$ cat config.mk
export PLATFORM = sky130hd
export DESIGN_NAME = dma_term_top
export DESIGN_NICKNAME = d
export VERILOG_FILES = /design/src/rtl/dma_term_pkg.sv /design/src/rtl/dma_term_chan.sv /design/src/rtl/dma_term_top.sv
export VERILOG_INCLUDE_DIRS = /design/src /design/src/rtl
export SDC_FILE = /design/constraint.sdc
export NUM_CORES = 1
export LEC_CHECK = 0
export BUFFER_PORTS_ARGS = -buffer_cell sky130_fd_sc_hd__buf_2
export CELL_PAD_IN_SITES_DETAIL_PLACEMENT = 1
export CELL_PAD_IN_SITES_GLOBAL_PLACEMENT = 1
export CORE_UTILIZATION = 43
export CTS_BUF_LIST = sky130_fd_sc_hd__clkbuf_16
export CTS_CLUSTER_DIAMETER = 40
export DETAILED_ROUTE_END_ITERATION = 10
export GPL_TIMING_DRIVEN = 0
export MAX_ROUTING_LAYER = met4
export PLACE_DENSITY = 0.85
export SKIP_CTS_REPAIR_TIMING = 1
export SLEW_MARGIN = 20
export SYNTH_ARGS = -nofsm -noshare
export SYNTH_HDL_FRONTEND = slang
export SYNTH_SLANG_ARGS = --single-unit
$ cat constraint.sdc
create_clock -name i_clk_sys -period 2.25 [get_ports i_clk_sys]
set_clock_uncertainty 0.05 [all_clocks]
set_input_delay 0 -clock i_clk_sys [delete_from_list [all_inputs] [get_ports i_clk_sys]]
set_output_delay 0 -clock i_clk_sys [all_outputs]
set_load 0.005 [all_outputs]
$ cat src/rtl/dma_term_map.svh
// register map, field positions and constants for the dma channel termination block
`ifndef DMA_TERM_MAP_SVH
`define DMA_TERM_MAP_SVH
`define OFF_CH0_CTRL   8'h00
`define OFF_CH1_CTRL   8'h04
`define OFF_CH0_COUNT  8'h08
`define OFF_CH1_COUNT  8'h0c
`define OFF_IRQ_STAT   8'h10
`define OFF_IRQ_CLR    8'h14
`define OFF_IRQ_EN     8'h18
`define BIT_RUN        0
`define BIT_TEND       1
`define BIT_IRQEN      2
`define BIT_BURST      5
`define BIT_LEVEL      6
`define BIT_DUAL       7
`define BIT_BUSY       8
`define CTRL_RESET     32'h0000_0000
`define RESP_OKAY      2'b00
`define RESP_SLVERR    2'b10
`endif

$ cat src/rtl/dma_term_pkg.sv
// types for the dma channel termination block
package dma_term_pkg;
  typedef enum logic [1:0] {
    CH_IDLE,
    CH_RUN,
    CH_DRAIN
  } ch_state_t;
  typedef enum logic [1:0] {
    PH_NONE,
    PH_READ,
    PH_WRITE
  } phase_t;
endpackage

$ cat src/rtl/dma_term_chan.sv
// one channel's transfer sequencer and termination logic
`timescale 1ns/1ps
`default_nettype none
`include "dma_term_map.svh"
module dma_term_chan #(
  parameter int CW = 16
) (
  input  wire logic          i_clk_sys,
  input  wire logic          i_nrst,
  input  wire logic          i_run,
  input  wire logic          i_start,
  input  wire logic          i_burst,
  input  wire logic          i_level,
  input  wire logic          i_dual,
  input  wire logic          i_req,
  input  wire logic          i_req_edge,
  input  wire logic          i_load,
  input  wire logic [CW-1:0] i_load_val,
  input  wire logic          i_bus_done,
  output logic               o_bus_read,
  output logic               o_bus_write,
  output logic               o_ack,
  output logic               o_busy,
  output logic               o_count_end,
  output logic [CW-1:0]      o_count
);
  import dma_term_pkg::*;
  ch_state_t state;
  phase_t    phase;
  logic      pend;
  logic      take;
  logic      boundary;
  logic      last;
  logic      armed;

  // a request is taken only while running; burst-edge keeps one latched start
  // at a boundary the finishing transfer still owns one count: never take past the last
  assign take = (state == CH_RUN) && i_run &&
                (i_burst && !i_level ? (armed || i_req_edge) : i_req) &&
                ((phase != PH_NONE) ? !last : (o_count != '0));
  assign boundary = (phase == PH_NONE) ||
                    (i_bus_done && (phase == PH_WRITE || (phase == PH_READ && !i_dual)));
  assign last = (o_count == {{(CW-1){1'b0}}, 1'b1});

  always_ff @(posedge i_clk_sys or negedge i_nrst) begin
    if (!i_nrst) begin
      state <= CH_IDLE;
    end else begin
      case (state)
        CH_IDLE: if (i_start) begin
          state <= CH_RUN;
        end
        // clear of run enable: stop accepting, drain what was taken
        CH_RUN: if (!i_run) begin
          state <= CH_DRAIN;
        end else if (o_count == '0 && phase == PH_NONE && !pend) begin
          state <= CH_IDLE;
        end
        CH_DRAIN: if (!pend && phase == PH_NONE) begin
          state <= CH_IDLE;
        end
        default: state <= CH_IDLE;
      endcase
    end
  end

  // burst-edge: one request edge starts the burst, run is then sampled every cycle
  always_ff @(posedge i_clk_sys or negedge i_nrst) begin
    if (!i_nrst) begin
      armed <= 1'b0;
    end else if (state != CH_RUN) begin
      armed <= 1'b0;
    end else if (i_req_edge) begin
      armed <= 1'b1;
    end
  end

  // one pending accepted request; level and edge treated alike
  // burst-edge samples the stop every cycle once armed, not only at each request instant
  always_ff @(posedge i_clk_sys or negedge i_nrst) begin
    if (!i_nrst) begin
      pend  <= 1'b0;
      o_ack <= 1'b0;
    end else begin
      o_ack <= 1'b0;
      if (take && !pend && (phase == PH_NONE || boundary)) begin
        pend  <= 1'b1;
        o_ack <= 1'b1;
      end else if (pend && phase == PH_NONE) begin
        pend <= 1'b0;
      end
    end
  end

  // phases only end on bus done; read is followed by its write only in dual mode
  always_ff @(posedge i_clk_sys or negedge i_nrst) begin
    if (!i_nrst) begin
      phase <= PH_NONE;
    end else begin
      case (phase)
        PH_NONE: if (pend) begin
          phase <= PH_READ;
        end
        PH_READ: if (i_bus_done) begin
          phase <= i_dual ? PH_WRITE : PH_NONE;
        end
        PH_WRITE: if (i_bus_done) begin
          phase <= PH_NONE;
        end
        default: phase <= PH_NONE;
      endcase
    end
  end

  always_ff @(posedge i_clk_sys or negedge i_nrst) begin
    if (!i_nrst) begin
      o_count     <= '0;
      o_count_end <= 1'b0;
    end else begin
      o_count_end <= 1'b0;
      if (i_load && state == CH_IDLE) begin
        o_count <= i_load_val;
      end else if (boundary && phase != PH_NONE) begin
        o_count <= o_count - {{(CW-1){1'b0}}, 1'b1};
        o_count_end <= last;
      end
    end
  end

  always_ff @(posedge i_clk_sys or negedge i_nrst) begin
    if (!i_nrst) begin
      o_bus_read  <= 1'b0;
      o_bus_write <= 1'b0;
      o_busy      <= 1'b0;
    end else begin
      o_bus_read  <= (phase == PH_NONE && pend) || (phase == PH_READ && !i_bus_done);
      o_bus_write <= (phase == PH_READ && i_bus_done && i_dual) ||
                     (phase == PH_WRITE && !i_bus_done);
      o_busy      <= (state != CH_IDLE);
    end
  end

  a_idle_no_ack: assert property (@(posedge i_clk_sys) disable iff (!i_nrst)
    (state == CH_IDLE) |=> !o_ack)
    else $error("ack while idle");
  a_read_then_wr: assert property (@(posedge i_clk_sys) disable iff (!i_nrst)
    (phase == PH_READ && i_bus_done && i_dual) |=> (phase == PH_WRITE))
    else $error("dual read not followed by write");
  a_drain_no_ack: assert property (@(posedge i_clk_sys) disable iff (!i_nrst)
    (state == CH_DRAIN) |-> !o_ack)
    else $error("request accepted while draining");
  a_count_cover: assert property (@(posedge i_clk_sys) disable iff (!i_nrst)
    (phase != PH_NONE) |-> (o_count != '0))
    else $error("transfer in flight beyond the count");
endmodule
`default_nettype wire

$ cat src/rtl/dma_term_top.sv
// two-channel dma termination block with axi4-lite register slave
//
// The register offsets and register access over AXI4-Lite were decided locally.
`timescale 1ns/1ps
`default_nettype none
`include "dma_term_map.svh"
module dma_term_top #(
  parameter int CW = 16
) (
  input  wire logic        i_clk_sys,
  input  wire logic        i_nrst,
  input  wire logic [7:0]  i_awaddr,
  input  wire logic        i_awvalid,
  output logic             o_awready,
  input  wire logic [31:0] i_wdata,
  input  wire logic [3:0]  i_wstrb,
  input  wire logic        i_wvalid,
  output logic             o_wready,
  output logic [1:0]       o_bresp,
  output logic             o_bvalid,
  input  wire logic        i_bready,
  input  wire logic [7:0]  i_araddr,
  input  wire logic        i_arvalid,
  output logic             o_arready,
  output logic [31:0]      o_rdata,
  output logic [1:0]       o_rresp,
  output logic             o_rvalid,
  input  wire logic        i_rready,
  input  wire logic [1:0]  i_dreq,
  input  wire logic [1:0]  i_bus_done,
  output logic [1:0]       o_bus_read,
  output logic [1:0]       o_bus_write,
  output logic [1:0]       o_dack,
  output logic             o_irq
);
  import dma_term_pkg::*;
  initial begin
    if (CW < 2 || CW > 32) $error("count width out of range");
  end

  logic [31:0]   ctrl [2];
  logic [1:0]    stat;
  logic [1:0]    irq_en;
  logic [1:0]    req_s1, req_s2, req_s3;
  logic [1:0]    busy, cend, start, load;
  logic [CW-1:0] count [2];
  logic [7:0]    aw_a;
  logic [31:0]   w_d;
  logic [3:0]    w_s;
  logic          aw_h, w_h, wr_go;

  function automatic logic [31:0] merge(input logic [31:0] old, input logic [31:0] nw,
                                        input logic [3:0] be);
    logic [31:0] r;
    r = old;
    for (int b = 0; b < 4; b++) begin
      if (be[b]) r[b*8 +: 8] = nw[b*8 +: 8];
    end
    return r;
  endfunction

  always_ff @(posedge i_clk_sys or negedge i_nrst) begin
    if (!i_nrst) begin
      req_s1 <= '0;
      req_s2 <= '0;
      req_s3 <= '0;
    end else begin
      req_s1 <= i_dreq;
      req_s2 <= req_s1;
      req_s3 <= req_s2;
    end
  end

  // write channel: address and data may arrive in either order
  always_ff @(posedge i_clk_sys or negedge i_nrst) begin
    if (!i_nrst) begin
      aw_h      <= 1'b0;
      w_h       <= 1'b0;
      aw_a      <= '0;
      w_d       <= '0;
      w_s       <= '0;
      o_awready <= 1'b0;
      o_wready  <= 1'b0;
      o_bvalid  <= 1'b0;
      o_bresp   <= `RESP_OKAY;
    end else begin
      o_awready <= !aw_h && !o_awready && !o_bvalid && i_awvalid;
      o_wready  <= !w_h && !o_wready && !o_bvalid && i_wvalid;
      if (o_awready && i_awvalid) begin
        aw_h <= 1'b1;
        aw_a <= i_awaddr;
      end
      if (o_wready && i_wvalid) begin
        w_h <= 1'b1;
        w_d <= i_wdata;
        w_s <= i_wstrb;
      end
      if (wr_go) begin
        aw_h     <= 1'b0;
        w_h      <= 1'b0;
        o_bvalid <= 1'b1;
        o_bresp  <= (aw_a <= `OFF_IRQ_EN && aw_a[1:0] == 2'b00) ? `RESP_OKAY : `RESP_SLVERR;
      end else if (o_bvalid && i_bready) begin
        o_bvalid <= 1'b0;
      end
    end
  end
  assign wr_go = aw_h && w_h && !o_bvalid;

  generate
    for (genvar c = 0; c < 2; c++) begin : g_ch
      logic [7:0] off_ctl;
      logic [7:0] off_cnt;
      assign off_ctl = c ? `OFF_CH1_CTRL : `OFF_CH0_CTRL;
      assign off_cnt = c ? `OFF_CH1_COUNT : `OFF_CH0_COUNT;
      assign start[c] = wr_go && aw_a == off_ctl && w_s[0] && w_d[`BIT_RUN] &&
                        !ctrl[c][`BIT_RUN] && !busy[c];
      assign load[c] = wr_go && aw_a == off_cnt;

      // end flag set by hardware wins over software clear
      always_ff @(posedge i_clk_sys or negedge i_nrst) begin
        if (!i_nrst) begin
          ctrl[c] <= `CTRL_RESET;
        end else begin
          if (wr_go && aw_a == off_ctl) begin
            ctrl[c] <= merge(ctrl[c], w_d, w_s) & 32'h0000_00e5;
            ctrl[c][`BIT_TEND] <= ctrl[c][`BIT_TEND] & w_d[`BIT_TEND];
          end
          if (cend[c]) begin
            ctrl[c][`BIT_TEND] <= 1'b1;
            ctrl[c][`BIT_RUN]  <= 1'b0;
          end
        end
      end

      dma_term_chan #(.CW(CW)) u_chan (
        .i_clk_sys  (i_clk_sys),
        .i_nrst     (i_nrst),
        .i_run      (ctrl[c][`BIT_RUN]), // software clear halts, flag untouched
        .i_start    (start[c]),
        .i_burst    (ctrl[c][`BIT_BURST]),
        .i_level    (ctrl[c][`BIT_LEVEL]),
        .i_dual     (ctrl[c][`BIT_DUAL]),
        .i_req      (ctrl[c][`BIT_LEVEL] ? req_s2[c] : (req_s2[c] & ~req_s3[c])),
        .i_req_edge (req_s2[c] & ~req_s3[c]),
        .i_load     (load[c]),
        .i_load_val (w_d[CW-1:0]),
        .i_bus_done (i_bus_done[c]),
        .o_bus_read (o_bus_read[c]),
        .o_bus_write(o_bus_write[c]),
        .o_ack      (o_dack[c]),
        .o_busy     (busy[c]),
        .o_count_end(cend[c]),
        .o_count    (count[c])
      );

      a_halt_no_flag: assert property (@(posedge i_clk_sys) disable iff (!i_nrst)
        ($fell(ctrl[c][`BIT_RUN]) && !$past(cend[c])) |-> !$rose(ctrl[c][`BIT_TEND]))
        else $error("software halt set end flag");
      a_end_sets_flag: assert property (@(posedge i_clk_sys) disable iff (!i_nrst)
        cend[c] |=> ctrl[c][`BIT_TEND] && !ctrl[c][`BIT_RUN])
        else $error("count end did not set flag");
    end
  endgenerate

  // sticky end status, set wins over clear
  always_ff @(posedge i_clk_sys or negedge i_nrst) begin
    if (!i_nrst) begin
      stat   <= '0;
      irq_en <= '0;
    end else begin
      if (wr_go && aw_a == `OFF_IRQ_EN) begin
        irq_en <= w_d[1:0];
      end
      for (int c = 0; c < 2; c++) begin
        if (wr_go && aw_a == `OFF_IRQ_CLR && w_d[c]) stat[c] <= 1'b0;
        if (cend[c]) stat[c] <= 1'b1;
      end
    end
  end

  always_ff @(posedge i_clk_sys or negedge i_nrst) begin
    if (!i_nrst) begin
      o_irq <= 1'b0;
    end else begin
      o_irq <= |(stat & irq_en & {ctrl[1][`BIT_IRQEN], ctrl[0][`BIT_IRQEN]});
    end
  end

  always_ff @(posedge i_clk_sys or negedge i_nrst) begin
    if (!i_nrst) begin
      o_arready <= 1'b0;
      o_rvalid  <= 1'b0;
      o_rdata   <= '0;
      o_rresp   <= `RESP_OKAY;
    end else begin
      o_arready <= !o_arready && !o_rvalid && i_arvalid;
      if (o_arready && i_arvalid) begin
        o_rvalid <= 1'b1;
        o_rresp  <= `RESP_OKAY;
        case (i_araddr)
          `OFF_CH0_CTRL:  o_rdata <= ctrl[0] | {23'h0, busy[0], 8'h00};
          `OFF_CH1_CTRL:  o_rdata <= ctrl[1] | {23'h0, busy[1], 8'h00};
          `OFF_CH0_COUNT: o_rdata <= 32'(count[0]);
          `OFF_CH1_COUNT: o_rdata <= 32'(count[1]);
          `OFF_IRQ_STAT:  o_rdata <= {30'h0, stat};
          `OFF_IRQ_CLR:   o_rdata <= 32'h0000_0000;
          `OFF_IRQ_EN:    o_rdata <= {30'h0, irq_en};
          default: begin
            o_rdata <= 32'h0000_0000;
            o_rresp <= `RESP_SLVERR;
          end
        endcase
      end else if (o_rvalid && i_rready) begin
        o_rvalid <= 1'b0;
      end
    end
  end

  a_irq_gated: assert property (@(posedge i_clk_sys) disable iff (!i_nrst)
    (stat == 2'b00) |=> !o_irq)
    else $error("irq without status");
endmodule
`default_nettype wire

**Word-level counts from Yosys, hierarchy flattened**

Cells that the tools add are included.

- Word-level logic and storage cells: 301
- Latch bits: 0
- Bits in registers: 145
- RAM bits: 0
- Memories: 0
- Input bits: 63
- ROM bits: 0

- Reduce and logical (&&, ||, !) cells: 142
- Shift-type cells: 0
- Bitwise logic cells: 10
- Order comparisons: 1
- Div/mod/pow operators: 0
- Eq/ne operators: 35
- $mul: 0
- Mux-type cells: 65
- Add/sub/neg operators: 2

Operators by type and width:

| operator | count |
|---|---|
| 16-bit case mux with 6 select lines | 1 |
| 1-bit logical AND | 68 |
| 16-bit two-way mux | 4 |
| 2-bit two-way mux | 22 |
| 8-bit by 5-bit == test with 1-bit output (second input constant) | 5 |
| 2-bit nonzero test | 20 |
| 1-bit two-way mux | 34 |
| 16-bit by 1-bit == test with 1-bit output (second input constant) | 2 |
| 8-bit by 4-bit == test with 1-bit output (second input constant) | 4 |
| 16-bit logical NOT | 2 |
| 16-bit nonzero test | 2 |
| 16-bit by 1-bit subtractor with 16-bit output (second input constant) | 2 |
| 2-bit case mux with 3 select lines | 4 |
| 1-bit logical NOT | 21 |
| 8-bit by 9-bit OR with 9-bit output | 2 |
| 8-bit by 3-bit == test with 1-bit output (second input constant) | 2 |
| 8-bit logical NOT | 2 |
| 2-bit by 1-bit != test with 1-bit output (second input constant) | 8 |
| 1-bit logical OR | 12 |
| 3-bit AND reduction | 4 |
| 2-bit logical NOT | 5 |
| 2-bit by 1-bit == test with 1-bit output (second input constant) | 4 |
| 2-bit == test (second input constant) | 4 |
| 8-bit by 5-bit <= comparator with 1-bit output (second input constant) | 1 |
| 8 further kinds | 20 |

**Longest topological paths before layout**

- Depth after elaboration: 9
- Depth in mapped cells: 7

**Hierarchy**

From an unflattened synthesis, not the netlist that was laid out.

- Cells, all modules: 583
- Area total of the unflattened synthesis: 6,277.3 µm²

By module, submodules not included:

| module | times used | area each (µm²) | cells an instance |
|---|---|---|---|
| dma_term_top | 1 | 3,286.9 | 257 |
| dma_term_chan | 2 | 1,495.2 | 163 |

**Worst setup path after synthesis**

No wires, ideal clock.

- Path type: reg-to-reg
- Start point: reg g_ch[1].u_chan.o_count[2]
- End point: reg g_ch[1].u_chan.o_count[14]
- Data arrival time: 1.890 ns
- Path slack: 0.185 ns
- Stages on the path, launching flop included: 6
- Clock period less this slack: 2.065 ns
- Setup time: 0.125 ns
- Buffers on the path: 0
- Cell sequence: dfrtp_1 or3_4 or4_4 nor3_2 xor2_1 mux2_2

- Cells in the longest elaborated chain, start to end: 3

RTL lines:

| what | RTL line | text |
|---|---|---|
| start: declaration | dma_term_chan.sv:25 | `output logic [CW-1:0] o_count` |
| start signal: assignment | dma_term_chan.sv:122 | `o_count <= i_load_val;` |
| start signal: assignment | dma_term_chan.sv:124 | `o_count <= o_count - {{(CW-1){1'b0}}, 1'b1};` |
| 16-bit by 1-bit subtractor with 16-bit output | dma_term_chan.sv:124 |  |
| 16-bit two-way mux | dma_term_chan.sv:123 | `end else if (boundary && phase != PH_NONE) begin` |
| 16-bit two-way mux | dma_term_chan.sv:121 | `if (i_load && state == CH_IDLE) begin` |

Every way passes these cells. The select of a mux whose other input is x is not followed.
A chain may end at the register's enable or synchronous reset.

**Worst setup path in the final report**

- Start point: reg g_ch[1].u_chan.o_count[2]
- End point: reg g_ch[1].u_chan.pend

- Cells in the longest elaborated chain, start to end: 7
- Elaborated cells between the ends (all ways): 9

RTL lines:

| what | RTL line | text |
|---|---|---|
| 16-bit by 1-bit == test with 1-bit output | dma_term_chan.sv:43 | `assign last = (o_count == {{(CW-1){1'b0}}, 1'b1});` |
| 1-bit logical NOT | dma_term_chan.sv:40 | `((phase != PH_NONE) ? !last : (o_count != '0));` |
| 1-bit two-way mux * | dma_term_chan.sv:40 |  |
| 1-bit logical AND * | dma_term_chan.sv:39 | `(i_burst && !i_level ? (armed \|\| i_req_edge) : i_req) &&` |
| 1-bit logical AND * (2 in a row) | dma_term_chan.sv:86 | `if (take && !pend && (phase == PH_NONE \|\| boundary)) begin` |
| 1-bit two-way mux or 2-bit nonzero test (tied branches) | - |  |
| end signal: assignment | dma_term_chan.sv:82 | `pend <= 1'b0;` |
| end signal: assignment | dma_term_chan.sv:87 | `pend <= 1'b1;` |
| end signal: assignment | dma_term_chan.sv:90 | `pend <= 1'b0;` |
| end: declaration | dma_term_chan.sv:30 | `logic pend;` |

Mark *: on every way between the ends. The rest lies on a longest branch, timed or not.

==> flow_metrics.tcl <==
set metrics [dict create \
    synth.cell_area_um2 6050 \
    switchingPower_mw 2.20 \
    rows 42 \
    status "finished, final reports clean" \
    timing.max_slew.rel_slack_pct 45.3 \
    cts_buffers 17 \
    drt_first_iter_violations 348 \
    floorplan.die.height_um 121 \
    total_power_mw 7.25 \
    biggest_cell_delay_along_the_critical_path_ns 0.56 \
    detail-route-antenna-nets 0 \
    rsz_0062_raised_after_global_routing "yes" \
    maxCapViolCount 0 \
    grt_pass1_vias 4840 \
    power-per-cell-area_nw_per_um2 924 \
    final_max_slew_viol_count 0 \
    pwr-share-seq_pct 46.4 \
    r2r_setup_slack_ns 0.002 \
    setup.worst_path.start "g_ch[1].u_chan.o_count[2]" \
    drt_wl_total_um 17100 \
    routedWlPerCell_um 19.5 \
    detailroute.via_count 4733 \
    grt_antenna_before_repair 0 \
    placed_cell_area_um2 6730 \
    synth_warnings 0 \
    share_of_post_route_cells_with_drive_strength_above_1_pct 31.9 \
    dp_hpwl_um 10900 \
    synth_flop_cell "sky130_fd_sc_hd__dfrtp_1" \
    core_region_area_um2 13500 \
    via_per_instance_ratio 5.40 \
    drt_pass1_iterations 5 \
    register_area_share_after_synthesis_pct 52.5 \
    hp-start "i_araddr[6]" \
    io-pin-count 111 \
    multi_input_logic_area_um2 2730 \
    power.share.combinational_pct 18.5 \
    peak_clock_frequency_supported_by_timing_mhz 445 \
    floorplan.die_area_um2 14600 \
    p_clk_share_pct 35.1 \
    critical_path.endpoint_type "flop" \
    cts.root.buffer_cell "sky130_fd_sc_hd__clkbuf_16" \
    tritoncts_clock_tree "done" \
    clkSlewWorstSetupHoldPaths_ns 0.06 \
    min_to "o_rresp[1]" \
    grt_overflow_total 0 \
    critical_path_required_ns 2.50 \
    num-fill-cells 1434 \
    post-place-ws_ns -0.171 \
    report.final.hold_viol_count 0 \
    sequential_cell_area_um2 3180 \
    global_route_wire_length_before_repair_um 25300 \
    cp-start-kind "flop" \
    setup_viol 0 \
    leakagePower_nw 3.67 \
    syn2layout_area_growth_pct 29.7 \
    finish.net_count 756 \
    critical_path_class "reg -> reg" \
    worstPathCellList "or3_4, or4_4, nor4_4, a21oi_2, nand2b_1" \
    gr_usage_total_pct 23.8 \
    r2r_path_start "g_ch[1].u_chan.o_count[2]" \
    timing_worst_slew_pin_value_ns 0.816 \
    die_w_um 121 \
    slowest_stage "sky130_fd_sc_hd__or4_4" \
    clockBufferDepth 2 \
    worst_ep_arrival_time_ns 2.50 \
    peakVddDrop_mv 0.554 \
    initial_utilization_pct 44.8 \
    grt_start_max_net_pins 73 \
    power_switching_share_pct 30.4 \
    drcViolationCount 0 \
    postLayoutCellArea_um2 7850 \
    min_period_ns 2.25 \
    timing.reg2reg.worst_path_depth 5 \
    internal-power_mw 5.05 \
    hold-path-cell-count 5 \
    setup-tns-final_ns 0 \
    numClockSinks 127 \
    min_setup_slack_post_route_ns 0.00158 \
    synthCells 527 \
    diodes 0 \
    routabilityCongestion 0.834 \
    clock_latency_ns 0.42 \
    worst-path-max-fanout 5 \
    ys_seq_elements 127 \
    period_share_pct 99.9 \
    async_flop_share_pct 100 \
    avgSynthCellArea_um2 11.5 \
    worst_hold_path_type "in -> reg" \
    yosys.cell_types.count 60 \
    numPortBuffers 72 \
    cts_max_level 4 \
    timing.rr.end "g_ch[1].u_chan.pend" \
    synth_edf_count 0 \
]
## synthesized netlist by cell type, types with 3 or more instances
library cell / number / area [um^2]
sky130_fd_sc_hd__a21o_1: 8 / 60.1
sky130_fd_sc_hd__a21oi_1: 12 / 60.1
sky130_fd_sc_hd__a22o_1: 7 / 61.3
sky130_fd_sc_hd__buf_2: 5 / 25.0
sky130_fd_sc_hd__buf_4: 26 / 195
sky130_fd_sc_hd__clkbuf_1: 8 / 30.0
sky130_fd_sc_hd__dfrtp_1: 127 / 3180
sky130_fd_sc_hd__ha_1: 6 / 75.1
sky130_fd_sc_hd__inv_1: 12 / 45.0
sky130_fd_sc_hd__mux2_2: 43 / 484
sky130_fd_sc_hd__mux2i_1: 15 / 150
sky130_fd_sc_hd__mux4_2: 6 / 135
sky130_fd_sc_hd__nand2_1: 43 / 161
sky130_fd_sc_hd__nand2b_1: 8 / 50.1
sky130_fd_sc_hd__nand3_1: 6 / 30.0
sky130_fd_sc_hd__nand4_1: 4 / 25.0
sky130_fd_sc_hd__nor2_1: 33 / 124
sky130_fd_sc_hd__nor3_1: 15 / 75.1
sky130_fd_sc_hd__nor3b_1: 4 / 30.0
sky130_fd_sc_hd__nor4_1: 8 / 50.1
sky130_fd_sc_hd__nor4b_1: 3 / 26.3
sky130_fd_sc_hd__o21ai_0: 20 / 100
sky130_fd_sc_hd__o21ai_1: 24 / 120
sky130_fd_sc_hd__or2_2: 3 / 18.8
sky130_fd_sc_hd__or3_1: 5 / 31.3
sky130_fd_sc_hd__or4_1: 3 / 22.5
sky130_fd_sc_hd__xnor2_1: 25 / 219
sky130_fd_sc_hd__xor2_1: 5 / 43.8
## cells in the final DEF, fill, tap and decap left out, types with 18 or more instances in the layout
cell	instances
sky130_fd_sc_hd__o21ai_0	20
sky130_fd_sc_hd__buf_2	75
sky130_fd_sc_hd__dfrtp_1	124
sky130_fd_sc_hd__nand2_1	43
sky130_fd_sc_hd__o21ai_1	24
sky130_fd_sc_hd__nor2_1	33
sky130_fd_sc_hd__xnor2_1	25
sky130_fd_sc_hd__conb_1	18
sky130_fd_sc_hd__buf_4	40
sky130_fd_sc_hd__dlygate4sd3_1	35
sky130_fd_sc_hd__mux2_2	43
## state kept, by name, indices dropped and copies added, names as in the netlist, 4 cells and up
| register | flops |
|---|---|
| g_ch.u_chan.o_count | 32 |
| aw_a | 8 |
| ctrl | 12 |
| g_ch.u_chan.state | 4 |
| w_d | 16 |
| o_rdata | 16 |
| g_ch.u_chan.phase | 4 |
## cell families (layout without fill, tap and decap cells)
kind of cell	Yosys count	count (layout)	share of synthesized area, %
fa+ha+maj	6	6	1.24
buf+inv	52	208	4.94
other cells	1	18	0.0619
simple gates	159	159	14.8
xor+xnor	30	30	4.34
flops	127	127	52.5
compound gates	87	87	8.95
mux	65	65	13.1
## layout make-up
class	count	share of cell area (%)
plain buffers	40	3.36
clock buffers	17	5.42
clock inverters	15	1.45
inverters	12	0.574
multi-input cells	365	34.8
flip-flops and latches	127	40.5
well taps	176	2.81
repair buffers	124	11.0
## power groups by stage
stage | Combinational [mW] | Clock (mW) | Sequential (mW)
floorplan | 0.837 | 0 | 3.12
global placement | 1.07 | 0 | 3.30
detailed placement | 1.16 | 0 | 3.35
CTS | 1.18 | 2.58 | 3.32
global route | 1.48 | 2.68 | 3.42
finish | 1.34 | 2.55 | 3.36
## worst max-delay path: cells and delay by family, from the launching register on
family / cells / cell delay [ns]
DFF: 1 / 0.41
and+or+nand+nor: 4 / 1.55
AOI/OAI and AO/OA: 1 / 0.12
## metal layers
metal  track usage, %  up-vias  wire length [um]
met5                -        -                 0
met4             8.87        0               307
met3             5.33       25               918
li1                 -     2159                 -
met2             37.3      160              8780
met1             30.3     2389              7090
## stage by stage
step                      hold WS (ns)  util, %  instances
after floorplan                 -0.346        -        544
after global placement          0.0609     49.6        792
final                           0.0348     58.1        876
after CTS                       -0.484     53.8        825
after detailed placement       -0.0438     49.8        793
after global routing            0.0824     58.1        876
## worst max path at each step
stage	endpoint	slack, ns	cells after the start
6_report	g_ch[1].u_chan.pend	0.002	5
5_1_grt	g_ch[1].u_chan.pend	-0.05	5
4_1_cts	g_ch[1].u_chan.o_count[12]	-0.19	6
2_1_floorplan	g_ch[1].u_chan.o_count[14]	0.19	5
3_5_place_dp	g_ch[1].u_chan.o_count[12]	-0.17	6
3_3_place_gp	o_rvalid	-0.47	1
Note: power is estimated with default switching activity, not from simulation.
